$ cat src/verilog/pdt_pkg.sv
/*
  Shared constants and types for the parameter-default and pod supervision block.
  Assumes a single 25 MHz instrument clock.
*/
`default_nettype none
package pdt_pkg;
  // ---------------------------------------------------------------
  // timing
  // ---------------------------------------------------------------
  localparam int unsigned CLK_PERIOD_NS = 40;
  localparam int unsigned HS_TIMEOUT_NS = 1000000;
  // longest wait per handshake step, rounded down
  localparam int unsigned HS_TIMEOUT_CYC = HS_TIMEOUT_NS / CLK_PERIOD_NS;
  localparam int unsigned RST_WAIT_NS = 200000;
  localparam int unsigned RST_WAIT_CYC = RST_WAIT_NS / CLK_PERIOD_NS;
  // ---------------------------------------------------------------
  // pod command bytes and lengths
  // ---------------------------------------------------------------
  localparam logic [7:0] OP_READ = 8'h01;
  localparam logic [7:0] OP_WRITE = 8'h02;
  localparam logic [7:0] OP_SIG = 8'h03;
  localparam logic [2:0] CMD_LEN_SHORT = 3'h3;
  localparam logic [2:0] CMD_LEN_LONG = 3'h5;
  localparam logic [2:0] RSP_LEN_SHORT = 3'h1;
  localparam logic [2:0] RSP_LEN_LONG = 3'h3;
  localparam int unsigned ST_SYS_BIT = 0;
  // ---------------------------------------------------------------
  // parameter counts per action and reset values
  // ---------------------------------------------------------------
  localparam logic [1:0] NPARAM_READ = 2'h1;
  localparam logic [1:0] NPARAM_WRITE = 2'h2;
  localparam logic [1:0] NPARAM_SIG = 2'h3;
  localparam logic [15:0] LAST_ADDR_RST = 16'h0000;
  localparam logic [15:0] WR_DATA_RST = 16'h0000;
  typedef enum logic [1:0] {PDT_ACT_READ, PDT_ACT_WRITE, PDT_ACT_SIG} pdt_act_t;
  typedef enum logic [1:0] {PDT_FAIL_NONE, PDT_FAIL_TIMEOUT, PDT_FAIL_SYSTEM, PDT_FAIL_TEST} pdt_fail_t;
  typedef enum logic [1:0] {PDT_TO_NONE, PDT_TO_POD, PDT_TO_POWER, PDT_TO_RESET} pdt_to_t;
endpackage
`default_nettype wire

$ cat src/verilog/pdt_hs_if.sv
/*
  Byte request/answer carrier between the controller and the handshake engine.
  Assumes both ends share clk_i.
*/
`default_nettype none
interface pdt_hs_if;
  logic tx_go;
  logic rx_go;
  logic abort;
  logic [7:0] tx_byte;
  logic [7:0] rx_byte;
  logic done;
  logic timeout;
  modport ctl (output tx_go, output rx_go, output abort, output tx_byte,
               input rx_byte, input done, input timeout);
  modport eng (input tx_go, input rx_go, input abort, input tx_byte,
               output rx_byte, output done, output timeout);
endinterface
`default_nettype wire

$ cat src/verilog/pdt_hs.sv
/*
  Four-phase byte handshake engine toward the pod, with per-step timeout.
  Assumes the controller issues one go at a time and waits for done or timeout.
*/
`default_nettype none
module pdt_hs #(
  parameter int unsigned TO_CYC = pdt_pkg::HS_TIMEOUT_CYC
) (
  input wire logic clk_i,
  input wire logic arst_n_i,
  pdt_hs_if.eng hs,
  output logic cmd_req_o,
  output logic [7:0] cmd_byte_o,
  input wire logic cmd_ack_i,
  input wire logic rsp_req_i,
  input wire logic [7:0] rsp_byte_i,
  output logic rsp_ack_o
);
  import pdt_pkg::*;
  localparam int unsigned CW = $clog2(TO_CYC + 1);
  typedef enum logic [2:0] {H_IDLE, H_TX_ACK, H_TX_REL, H_RX_REQ, H_RX_REL} pdt_hst_t;
  pdt_hst_t st_q, st_d;
  logic [CW-1:0] cnt_q;
  logic [7:0] rx_q;
  logic expire_w;
  // ---------------------------------------------------------------
  // phase sequencing
  // ---------------------------------------------------------------
  assign expire_w = (st_q != H_IDLE) && (cnt_q == CW'(TO_CYC - 1));
  assign hs.timeout = expire_w;
  assign hs.done = ((st_q == H_TX_REL) && !cmd_ack_i) || ((st_q == H_RX_REL) && !rsp_req_i);
  assign hs.rx_byte = rx_q;
  assign cmd_req_o = (st_q == H_TX_ACK);
  assign rsp_ack_o = (st_q == H_RX_REL);
  always_comb begin
    st_d = st_q;
    unique case (st_q)
      H_IDLE: begin
        if (hs.tx_go) st_d = H_TX_ACK;
        else if (hs.rx_go) st_d = H_RX_REQ;
      end
      H_TX_ACK: if (cmd_ack_i) st_d = H_TX_REL;
      H_TX_REL: if (!cmd_ack_i) st_d = H_IDLE;
      H_RX_REQ: if (rsp_req_i) st_d = H_RX_REL;
      H_RX_REL: if (!rsp_req_i) st_d = H_IDLE;
    endcase
    if (expire_w || hs.abort) st_d = H_IDLE;
  end
  always_ff @(posedge clk_i or negedge arst_n_i) begin
    if (!arst_n_i) st_q <= H_IDLE;
    else st_q <= st_d;
  end
  // count restarts on every phase change
  always_ff @(posedge clk_i or negedge arst_n_i) begin
    if (!arst_n_i) cnt_q <= '0;
    else if (st_d != st_q || st_q == H_IDLE) cnt_q <= '0;
    else cnt_q <= cnt_q + 1'b1;
  end
  always_ff @(posedge clk_i or negedge arst_n_i) begin
    if (!arst_n_i) cmd_byte_o <= 8'h00;
    else if (st_q == H_IDLE && hs.tx_go) cmd_byte_o <= hs.tx_byte;
  end
  always_ff @(posedge clk_i or negedge arst_n_i) begin
    if (!arst_n_i) rx_q <= 8'h00;
    else if (st_q == H_RX_REQ && rsp_req_i) rx_q <= rsp_byte_i;
  end
endmodule
`default_nettype wire

$ cat src/verilog/pdt_ctrl.sv
/*
  Operator parameter defaulting and pod command supervision with timeout and reset retry.
  Assumes keypad events arrive as one-cycle pulses synchronous to clk_i and the pod
  completes a four-phase handshake per byte.
*/
`default_nettype none
module pdt_ctrl #(
  parameter int unsigned HS_TO_CYC = pdt_pkg::HS_TIMEOUT_CYC,
  parameter int unsigned RST_CYC = pdt_pkg::RST_WAIT_CYC
) (
  input wire logic clk_i,
  input wire logic arst_n_i,
  input wire logic act_start_i,
  input wire pdt_pkg::pdt_act_t act_kind_i,
  input wire logic param_valid_i,
  input wire logic param_default_i,
  input wire logic [15:0] param_value_i,
  input wire logic desc_load_i,
  input wire logic [15:0] desc_first_i,
  input wire logic [15:0] desc_last_i,
  input wire logic [15:0] desc_sig_i,
  input wire logic target_power_ok_i,
  input wire logic pod_reset_done_i,
  output logic cmd_req_o,
  output logic [7:0] cmd_byte_o,
  input wire logic cmd_ack_i,
  input wire logic rsp_req_i,
  input wire logic [7:0] rsp_byte_i,
  output logic rsp_ack_o,
  output logic pod_reset_o,
  output logic prompt_o,
  output logic [1:0] prompt_index_o,
  output logic wait_o,
  output logic idle_o,
  output logic act_done_o,
  output logic fail_valid_o,
  output pdt_pkg::pdt_fail_t fail_type_o,
  output pdt_pkg::pdt_to_t timeout_code_o,
  output logic reset_attempt_o,
  output logic [15:0] result_o
);
  import pdt_pkg::*;
  localparam int unsigned RCW = $clog2(RST_CYC + 1);
  typedef enum logic [2:0] {S_IDLE, S_PROMPT, S_CMD, S_RSP, S_RESET, S_RWAIT} pdt_st_t;
  pdt_st_t st_q, st_d;
  pdt_act_t kind_q;
  logic [1:0] pidx_q;
  logic [2:0] bidx_q;
  logic iss_q;
  logic [RCW-1:0] rcnt_q;
  logic [15:0] addr_q, data_q, lasta_q, sig_q;
  logic [15:0] last_addr_q, wr_data_q;
  logic [15:0] dfirst_q, dlast_q, dsig_q;
  logic [7:0] status_q;
  logic [15:0] res_q;
  logic done_q, fail_q;
  pdt_fail_t fail_type_q;
  pdt_to_t to_code_q;
  pdt_hs_if hs ();

  // ---------------------------------------------------------------
  // prompt decode
  // ---------------------------------------------------------------
  logic take_w, dflt_w, sig_fill_w, last_param_w, go_w, start_ok_w;
  logic [1:0] nparam_w;
  logic [15:0] addr_pick_w, data_pick_w, sig_pick_w;
  assign start_ok_w = act_start_i && (st_q inside {S_IDLE, S_PROMPT, S_RESET, S_RWAIT});
  assign take_w = (st_q == S_PROMPT) && param_valid_i;
  assign dflt_w = take_w && param_default_i;
  assign sig_fill_w = dflt_w && (pidx_q == 2'h0) && (kind_q == PDT_ACT_SIG);
  assign nparam_w = (kind_q == PDT_ACT_READ) ? NPARAM_READ :
                    (kind_q == PDT_ACT_WRITE) ? NPARAM_WRITE : NPARAM_SIG;
  assign last_param_w = (pidx_q == nparam_w - 2'h1) || sig_fill_w;
  assign go_w = take_w && last_param_w;
  assign addr_pick_w = param_default_i ? last_addr_q : param_value_i;
  assign data_pick_w = param_default_i ? wr_data_q : param_value_i;
  assign sig_pick_w = param_default_i ? dsig_q : param_value_i;

  // ---------------------------------------------------------------
  // command and response sequencing
  // ---------------------------------------------------------------
  logic [2:0] cmd_len_w, rsp_len_w;
  logic [7:0] op_w;
  logic [15:0] p2_w;
  logic cmd_last_w, fin_w, to_w, sys_w, test_w, rexp_w;
  logic [7:0] status_fin_w;
  logic [15:0] res_fin_w;
  assign cmd_len_w = (kind_q == PDT_ACT_READ) ? CMD_LEN_SHORT : CMD_LEN_LONG;
  assign rsp_len_w = (kind_q == PDT_ACT_WRITE) ? RSP_LEN_SHORT : RSP_LEN_LONG;
  assign op_w = (kind_q == PDT_ACT_READ) ? OP_READ : (kind_q == PDT_ACT_WRITE) ? OP_WRITE : OP_SIG;
  assign p2_w = (kind_q == PDT_ACT_WRITE) ? data_q : lasta_q;
  assign hs.tx_byte = (bidx_q == 3'h0) ? op_w :
                      (bidx_q == 3'h1) ? addr_q[15:8] :
                      (bidx_q == 3'h2) ? addr_q[7:0] :
                      (bidx_q == 3'h3) ? p2_w[15:8] : p2_w[7:0];
  assign hs.tx_go = (st_q == S_CMD) && !iss_q;
  assign hs.rx_go = (st_q == S_RSP) && !iss_q;
  assign hs.abort = (st_q == S_RESET);
  assign cmd_last_w = (st_q == S_CMD) && hs.done && (bidx_q == cmd_len_w - 3'h1);
  assign fin_w = (st_q == S_RSP) && hs.done && (bidx_q == rsp_len_w - 3'h1);
  assign to_w = (st_q inside {S_CMD, S_RSP}) && hs.timeout;
  assign status_fin_w = (rsp_len_w == RSP_LEN_SHORT) ? hs.rx_byte : status_q;
  assign res_fin_w = {res_q[15:8], hs.rx_byte};
  assign sys_w = status_fin_w[ST_SYS_BIT];
  assign test_w = (kind_q == PDT_ACT_SIG) && (res_fin_w != sig_q);
  assign rexp_w = (st_q == S_RWAIT) && (rcnt_q == RCW'(RST_CYC - 1));

  // ---------------------------------------------------------------
  // main state
  // ---------------------------------------------------------------
  always_comb begin
    st_d = st_q;
    unique case (st_q)
      S_IDLE: if (start_ok_w) st_d = S_PROMPT;
      S_PROMPT: if (go_w) st_d = S_CMD;
      S_CMD: begin
        if (to_w) st_d = S_RESET;
        else if (cmd_last_w) st_d = S_RSP;
      end
      S_RSP: begin
        if (to_w) st_d = S_RESET;
        else if (fin_w) st_d = S_IDLE;
      end
      S_RESET: st_d = S_RWAIT;
      S_RWAIT: begin
        if (pod_reset_done_i) st_d = S_IDLE;
        else if (rexp_w) st_d = S_RESET;
      end
    endcase
    if (start_ok_w) st_d = S_PROMPT;
  end
  always_ff @(posedge clk_i or negedge arst_n_i) begin
    if (!arst_n_i) st_q <= S_IDLE;
    else st_q <= st_d;
  end
  always_ff @(posedge clk_i or negedge arst_n_i) begin
    if (!arst_n_i) kind_q <= PDT_ACT_READ;
    else if (start_ok_w) kind_q <= act_kind_i;
  end
  always_ff @(posedge clk_i or negedge arst_n_i) begin
    if (!arst_n_i) pidx_q <= 2'h0;
    else if (start_ok_w) pidx_q <= 2'h0;
    else if (take_w) pidx_q <= pidx_q + 2'h1;
  end
  always_ff @(posedge clk_i or negedge arst_n_i) begin
    if (!arst_n_i) bidx_q <= 3'h0;
    else if (go_w || cmd_last_w) bidx_q <= 3'h0;
    else if (hs.done) bidx_q <= bidx_q + 3'h1;
  end
  always_ff @(posedge clk_i or negedge arst_n_i) begin
    if (!arst_n_i) iss_q <= 1'b0;
    else if (hs.tx_go || hs.rx_go) iss_q <= 1'b1;
    else if (hs.done || hs.timeout || st_q == S_RESET) iss_q <= 1'b0;
  end
  always_ff @(posedge clk_i or negedge arst_n_i) begin
    if (!arst_n_i) rcnt_q <= '0;
    else if (st_q == S_RWAIT) rcnt_q <= rcnt_q + 1'b1;
    else rcnt_q <= '0;
  end

  // ---------------------------------------------------------------
  // parameter and default storage
  // ---------------------------------------------------------------
  always_ff @(posedge clk_i or negedge arst_n_i) begin
    if (!arst_n_i) begin
      dfirst_q <= 16'h0000;
      dlast_q <= 16'h0000;
      dsig_q <= 16'h0000;
    end else if (desc_load_i) begin
      dfirst_q <= desc_first_i;
      dlast_q <= desc_last_i;
      dsig_q <= desc_sig_i;
    end
  end
  always_ff @(posedge clk_i or negedge arst_n_i) begin
    if (!arst_n_i) addr_q <= 16'h0000;
    else if (sig_fill_w) addr_q <= dfirst_q;
    else if (take_w && pidx_q == 2'h0) addr_q <= addr_pick_w;
  end
  always_ff @(posedge clk_i or negedge arst_n_i) begin
    if (!arst_n_i) lasta_q <= 16'h0000;
    else if (sig_fill_w) lasta_q <= dlast_q;
    else if (take_w && pidx_q == 2'h1 && kind_q == PDT_ACT_SIG) lasta_q <= addr_pick_w;
  end
  always_ff @(posedge clk_i or negedge arst_n_i) begin
    if (!arst_n_i) sig_q <= 16'h0000;
    else if (sig_fill_w) sig_q <= dsig_q;
    else if (take_w && pidx_q == 2'h2) sig_q <= sig_pick_w;
  end
  always_ff @(posedge clk_i or negedge arst_n_i) begin
    if (!arst_n_i) data_q <= 16'h0000;
    else if (take_w && pidx_q == 2'h1 && kind_q == PDT_ACT_WRITE) data_q <= data_pick_w;
  end
  // last address follows whatever address was specified or filled in
  always_ff @(posedge clk_i or negedge arst_n_i) begin
    if (!arst_n_i) last_addr_q <= LAST_ADDR_RST;
    else if (sig_fill_w) last_addr_q <= dlast_q;
    else if (take_w && pidx_q == 2'h0) last_addr_q <= addr_pick_w;
    else if (take_w && pidx_q == 2'h1 && kind_q == PDT_ACT_SIG) last_addr_q <= addr_pick_w;
  end
  always_ff @(posedge clk_i or negedge arst_n_i) begin
    if (!arst_n_i) wr_data_q <= WR_DATA_RST;
    else if (take_w && pidx_q == 2'h1 && kind_q == PDT_ACT_WRITE) wr_data_q <= data_pick_w;
  end

  // ---------------------------------------------------------------
  // response capture and failure classification
  // ---------------------------------------------------------------
  always_ff @(posedge clk_i or negedge arst_n_i) begin
    if (!arst_n_i) status_q <= 8'h00;
    else if (st_q == S_RSP && hs.done && bidx_q == 3'h0) status_q <= hs.rx_byte;
  end
  always_ff @(posedge clk_i or negedge arst_n_i) begin
    if (!arst_n_i) res_q <= 16'h0000;
    else if (st_q == S_RSP && hs.done && bidx_q == 3'h1) res_q[15:8] <= hs.rx_byte;
    else if (fin_w && rsp_len_w == RSP_LEN_LONG) res_q <= res_fin_w;
  end
  always_ff @(posedge clk_i or negedge arst_n_i) begin
    if (!arst_n_i) fail_type_q <= PDT_FAIL_NONE;
    else if (start_ok_w) fail_type_q <= PDT_FAIL_NONE;
    else if (to_w) fail_type_q <= PDT_FAIL_TIMEOUT;
    else if (fin_w && sys_w) fail_type_q <= PDT_FAIL_SYSTEM;
    else if (fin_w && test_w) fail_type_q <= PDT_FAIL_TEST;
    else if (fin_w) fail_type_q <= PDT_FAIL_NONE;
  end
  always_ff @(posedge clk_i or negedge arst_n_i) begin
    if (!arst_n_i) to_code_q <= PDT_TO_NONE;
    else if (start_ok_w) to_code_q <= PDT_TO_NONE;
    else if (to_w) to_code_q <= target_power_ok_i ? PDT_TO_POD : PDT_TO_POWER;
    else if (rexp_w && !pod_reset_done_i) to_code_q <= PDT_TO_RESET;
  end
  always_ff @(posedge clk_i or negedge arst_n_i) begin
    if (!arst_n_i) begin
      fail_q <= 1'b0;
      done_q <= 1'b0;
    end else begin
      fail_q <= to_w || (fin_w && (sys_w || test_w));
      done_q <= fin_w;
    end
  end

  pdt_hs #(.TO_CYC(HS_TO_CYC)) u_hs (
    .clk_i(clk_i),
    .arst_n_i(arst_n_i),
    .hs(hs),
    .cmd_req_o(cmd_req_o),
    .cmd_byte_o(cmd_byte_o),
    .cmd_ack_i(cmd_ack_i),
    .rsp_req_i(rsp_req_i),
    .rsp_byte_i(rsp_byte_i),
    .rsp_ack_o(rsp_ack_o)
  );

  // ---------------------------------------------------------------
  // outputs
  // ---------------------------------------------------------------
  assign pod_reset_o = (st_q == S_RESET);
  assign reset_attempt_o = (st_q inside {S_RESET, S_RWAIT});
  assign wait_o = (st_q inside {S_CMD, S_RSP});
  assign idle_o = (st_q == S_IDLE);
  assign prompt_o = (st_q == S_PROMPT);
  assign prompt_index_o = pidx_q;
  assign act_done_o = done_q;
  assign fail_valid_o = fail_q;
  assign fail_type_o = fail_type_q;
  assign timeout_code_o = to_code_q;
  assign result_o = res_q;
endmodule
`default_nettype wire

$ cat config.mk
export PLATFORM = sky130hd
export DESIGN_NAME = pdt_ctrl
export DESIGN_NICKNAME = d
export VERILOG_FILES = /design/src/verilog/pdt_pkg.sv /design/src/verilog/pdt_hs_if.sv /design/src/verilog/pdt_hs.sv /design/src/verilog/pdt_ctrl.sv
export SDC_FILE = /design/constraint.sdc
export NUM_CORES = 1
export LEC_CHECK = 0
export ABC_CLOCK_PERIOD_IN_PS = 2800
export BUFFER_PORTS_ARGS = -buffer_cell sky130_fd_sc_hd__buf_2
export CAP_MARGIN = 20
export CELL_PAD_IN_SITES_DETAIL_PLACEMENT = 1
export CELL_PAD_IN_SITES_GLOBAL_PLACEMENT = 1
export CORE_MARGIN = 5
export CORE_UTILIZATION = 44
export CTS_BUF_LIST = sky130_fd_sc_hd__clkbuf_8
export DETAILED_ROUTE_END_ITERATION = 8
export PLACE_DENSITY = 0.87
export SYNTH_ARGS = -nofsm -noshare
export SYNTH_HDL_FRONTEND = slang
export SYNTH_SLANG_ARGS = --single-unit
$ cat constraint.sdc
create_clock -name clk_i -period 2.8 [get_ports clk_i]
set_input_delay 0.42 -clock clk_i [delete_from_list [all_inputs] [get_ports clk_i]]
set_output_delay 0.42 -clock clk_i [all_outputs]
set_load 0.05 [all_outputs]
# Yosys cells after proc, flatten, opt, wreduce, memory -nomap -nowiden
# Index checks and enable logic that the tools add are counted.
# word_totals
regBits	209
in_bits	84
out_inout_bits	39
wordCells	188
# op_classes
add_sub_neg	7
n_eq_ne	30
muxes	57
bitwise_logic	2
reduce_logical	67
# ops
cell	count
2-to-1 mux 16 bit	11
2-to-1 mux 3 bit	18
2-to-1 mux 8 bit	5
logical AND 1 bit	32
one-hot mux 3 bit (5 select lines)	2
2-to-1 mux 2 bit	14
== test 3 x 2 -> 1 bit, second input constant	6
!= test 16 bit	1
nonzero test 2 bit	8
adder 15 x 1 -> 15 bit, second input constant	1
== test 15 bit, second input constant	1
2-to-1 mux 15 bit	1
adder 13 x 1 -> 13 bit, second input constant	1
== test 13 bit, second input constant	1
2-to-1 mux 13 bit	1
!= test 4 bit, second input constant	3
logical OR 1 bit	10
== test 3 x 1 -> 1 bit, second input constant	3
== test 3 bit, second input constant	3
zero test 3 bit	3
nonzero test 3 bit	3
== test 2 x 1 -> 1 bit, second input constant	3
== test 2 bit, second input constant	3
== test 3 bit	2
other kinds (17)	27

# Longest topological paths before layout
# depth
ltp_word	10
mapped_depth	9

# Hierarchy
# Synthesis repeated with hierarchy kept, for this count alone.
# hier_totals
cells_unflattened	868
hier_area_um2	9919.5
# modules_own_cells
mod	instances	cells_per_inst	area_each_um2	seq_area_each_um2
pdt_ctrl	1	715	8224.1	4379.2
pdt_hs	1	153	1695.4	850.8

# Least setup slack after synthesis
# OpenSTA, ideal clock, no wires.
# synth_path
kind	reg-to-reg
start	register st_q[2]
end	register u_hs.cnt_q[10]
setup_time_ns	0.121
t_arrival_ns	2.408
required_ns	2.679
path_slack_ns	0.270
stages_incl_launch_ff	8
path_buffers	2
synth_period_minus_slack_ns	2.530
path_cell_list	dfrtp_1 > buf_4 > inv_1 > nor3_1 > or2_1 > o21bai_2 > buf_2 > nor2_1
# synth_via
word_cells_on_any_way	13
# synth_rtl
item	line	source
start, declared	pdt_ctrl.sv:45	pdt_st_t st_q, st_d;
start signal, assigned	pdt_ctrl.sv:134	else st_q <= st_d;
== test 3 bit	n/a	
net pod_reset_o	pdt_ctrl.sv:30	output logic pod_reset_o,
logical OR 1 bit	pdt_hs.sv:47	if (expire_w || hs.abort) st_d = H_IDLE;
2-to-1 mux 3 bit	pdt_hs.sv:47	
!= test 3 bit	pdt_hs.sv:56	else if (st_d != st_q || st_q == H_IDLE) cnt_q <= '0;
logical OR 1 bit	pdt_hs.sv:56	
2-to-1 mux 15 bit	pdt_hs.sv:56	
end signal, assigned	pdt_hs.sv:57	else cnt_q <= cnt_q + 1'b1;
end, declared	pdt_hs.sv:23	logic [CW-1:0] cnt_q;
# The timed path passes the listed nets, and every way through them passes these cells.
# A chain may end at the register's enable or synchronous reset.

# Worst setup path after layout
# layout_path
start	register st_q[2]
end	output port pod_reset_o
# layout_via
elab_chain_len	1
# layout_rtl
item	line	source
== test 3 bit	pdt_ctrl.sv:257	assign pod_reset_o = (st_q == S_RESET);
end, declared	pdt_ctrl.sv:30	
# No other way between the ends.

==> flow_summary.json <==
{
  "outcome": "finished clean",
  "pin_count": 123,
  "finalCriticalPeriod_ps": 2576,
  "tightest_slew_ps": 888.9,
  "io_buffers": 122,
  "required_ps": 2380,
  "synth_top_area_frac": 0.5331,
  "grt_pass1_wl_mm": 45.49,
  "tritoncts": "done",
  "clkSlewWorstSetupHoldPaths_ps": 50,
  "max-cap-violations": 0,
  "fin_hold_ws_ps": 94.14,
  "max_freq_ghz": 0.3883,
  "via_count": 7554,
  "ys_types": 62,
  "synth.net_count": 1021,
  "synth-edff-count": 0,
  "path_class": "flip-flop to output port",
  "holdCritPathClass": "primary input to flip-flop",
  "ir_drop_mv": 0.5031,
  "dp.cells": 1297,
  "grt_max_degree": 73,
  "gp_congestion": 0.8047,
  "p_leak_nw": 5.417,
  "wire_per_inst_microns": 20.85,
  "first_pass_iters": 5,
  "synth_top_area_cell": "dfrtp_1",
  "cp_data_arrival_time_ps": 2160,
  "fill_cells": 2461,
  "crit_path_end_kind": "output port",
  "routed_via_density": 5.567,
  "netlist_area_sq_um": 9811,
  "setup_viol": 0,
  "final_net_count": 1154,
  "drc": 0,
  "fin_setup_tns_ps": 0,
  "num_rows": 54,
  "yosys_register_bits": 209,
  "drt_first_iter_violations": 473,
  "synth_area_per_cell_sq_um": 10.62,
  "synthTopCellsByArea": "dfrtp_1, mux2_2, nand2_1",
  "cts_buffers": 37,
  "grt_pass1_vias": 8223,
  "hold_viol": 0,
  "relSlewSlack": 0.3921,
  "layout_setup_ws_ps": 224.5,
  "drive_gt1_frac": 0.2825,
  "synthArstFlopShare": 1.000,
  "grtUsageTotal": 0.2203,
  "rsz0062_at_grt": "false",
  "die_w_microns": 159.3,
  "antenna_found_initial": 1,
  "initial_utilization": 0.4482,
  "p_per_area_nw_per_um2": 782.3,
  "worst_skew_pair.late_latency_ps": 540,
  "ys.flop_type": "dfrtp_1",
  "wirelength_mm": 28.30,
  "drv_slew": 0,
  "cts_buffer_depth": 3,
  "post-dp-hpwl_mm": 20.46,
  "area_delta_synth_final_pct": 16.91,
  "syn_inst": 924,
  "cp_max_fo": 11,
  "cts_resized": 0,
  "clock_sinks": 209,
  "core-area_sq_um": 21890,
  "cts-root-buf": "clkbuf_8",
  "htreeDepth": 2,
  "synth-seq-area-share": 0.5331,
  "fp.dieH_microns": 159.3,
  "grt-ovfl-total": 0,
  "ys_warn_count": 0,
  "dieArea_sq_um": 25380,
  "finClkSkew_ps": 26.09,
  "ant_nets": 0,
  "dp_slack_ps": 402.3,
  "crit_path_start_kind": "flip-flop",
  "period_share": 0.9198,
  "final_cells": 1357
}
[where the power goes]
group          leakage [nW]  internal (mW)  switching, mW  total [mW]
registers              2.71           3.61          0.448        4.05
clock network         0.385           1.43           1.21        2.64
logic                  2.32          0.904           1.37        2.27
[cell usage after synthesis (all sizes together), types with 2 or more instances]
cell     count
dfrtp      209
nand2      149
o21ai      113
mux2        92
a21oi       49
nor2        48
clkbuf      37
xnor2       28
nor2b       21
nand3       17
buf         14
ha          13
inv         13
xor2        13
nor3        12
and3        11
mux4         8
nand4        8
nor3b        8
nor4         6
o211ai       6
a211oi       5
and2         4
o21bai       4
mux2i        3
nand2b       3
nand3b       3
o22ai        3
or3          3
a2111oi      2
nor4bb       2
or2          2
[layout make-up]
cell class | instances | area, sq um | area share
Timing Repair Buffer | 145 | 844.6 | 0.07363
Antenna cell | 1 | 2.502 | 0.0002182
Tap cell | 280 | 350.3 | 0.03054
Clock buffer | 45 | 619.3 | 0.05400
Sequential cell | 209 | 5230 | 0.4560
Inverter | 13 | 48.80 | 0.004254
Multi-Input combinational cell | 651 | 4315 | 0.3762
Clock inverter | 13 | 58.81 | 0.005127
[sequential cells by signal, indices dropped and copies added (netlist names), 3 cells and up]
register,count
sig_q,16
u_hs.st_q,3
st_q,3
rcnt_q,13
dsig_q,16
u_hs.hs.rx_byte,8
bidx_q,3
last_addr_q,16
lasta_q,16
result_o,16
dlast_q,16
u_hs.cnt_q,15
dfirst_q,16
wr_data_q,16
addr_q,16
u_hs.cmd_byte_o,8
[cell usage in the layout, fill, tap and decap left out, types with 5 or more instances in the layout]
cell	synthesis	routed
dfrtp_1	209	209
nand2_1	149	149
buf_2	8	121
o21ai_0	107	106
mux2_2	82	82
nor2_1	48	48
a21oi_1	49	47
clkbuf_8	0	46
xnor2_1	28	28
inv_1	11	21
nor2b_1	21	21
buf_4	4	18
nand3_1	17	17
xor2_1	13	13
ha_1	13	13
nor3_1	11	11
and3_1	11	11
mux4_2	8	8
mux2_4	8	8
nor3b_1	7	7
nand4_1	7	7
o21ai_1	6	7
o211ai_1	6	6
nor4_1	5	5
a211oi_1	5	5
[cell families (layout without fill, tap and decap cells)]
family | after synthesis | in the layout | share of synthesized area
flops | 209 | 209 | 0.5331
other cells | 0 | 1 | 0
fa+ha+maj | 13 | 13 | 0.01658
buf+inv | 64 | 216 | 0.02780
simple gates | 304 | 304 | 0.1501
mux | 103 | 103 | 0.1301
compound gates | 190 | 190 | 0.1057
xor+xnor | 41 | 41 | 0.03660
[worst max-delay path, stage by stage (launching register included)]
cell	delay [ps]
dfrtp_1	540
inv_1	220
nor3_1	490
buf_2	370
[repair_timing]
| action | CTS | global route |
|---|---|---|
| hold buffers | 1 | 0 |
| hold endpoints to repair | 68 | 0 |
| setup buffers | 0 | 0 |
[stage by stage]
step                instance area, sq um    util  power, mW
floorplan                           9811       -      5.527
global placement                   10780  0.4924      6.174
detailed placement                 10780  0.4924      6.358
CTS                                11470  0.5238      9.058
global route                       11470  0.5238      9.532
finish                             11470  0.5239      8.973
[final timing paths]
| kind | from | to | slack [ps] | cells past startpoint |
|---|---|---|---|---|
| worst max-delay path | st_q[2]$_DFFE_PN0P_ | pod_reset_o | 220 | 3 |
| worst min-delay path | target_power_ok_i | timeout_code_o[1]$_DFFE_PN0P_ | 90 | 2 |
| worst max register to register | st_q[1]$_DFFE_PN0P_ | u_hs.cmd_byte_o[0]$_DFFE_PN0P_ | 340 | 4 |
| worst min register to register | addr_q[9]$_DFFE_PN0P_ | addr_q[9]$_DFFE_PN0P_ | 470 | 2 |
| max in group asynchronous | arst_n_i | addr_q[9]$_DFFE_PN0P_ | 1550 | 3 |
| min in group asynchronous | arst_n_i | rcnt_q[11]$_DFF_PN0_ | 470 | 2 |
[metal layers]
layer	global-route usage	up-vias	share of wire
met2	0.3757	223	0.50
met4	0.07716	0	0.034
li1	-	3479	-
met1	0.2798	3791	0.41
met5	0	-	0
met3	0.04478	61	0.062
(Power assumes the default switching activity.)
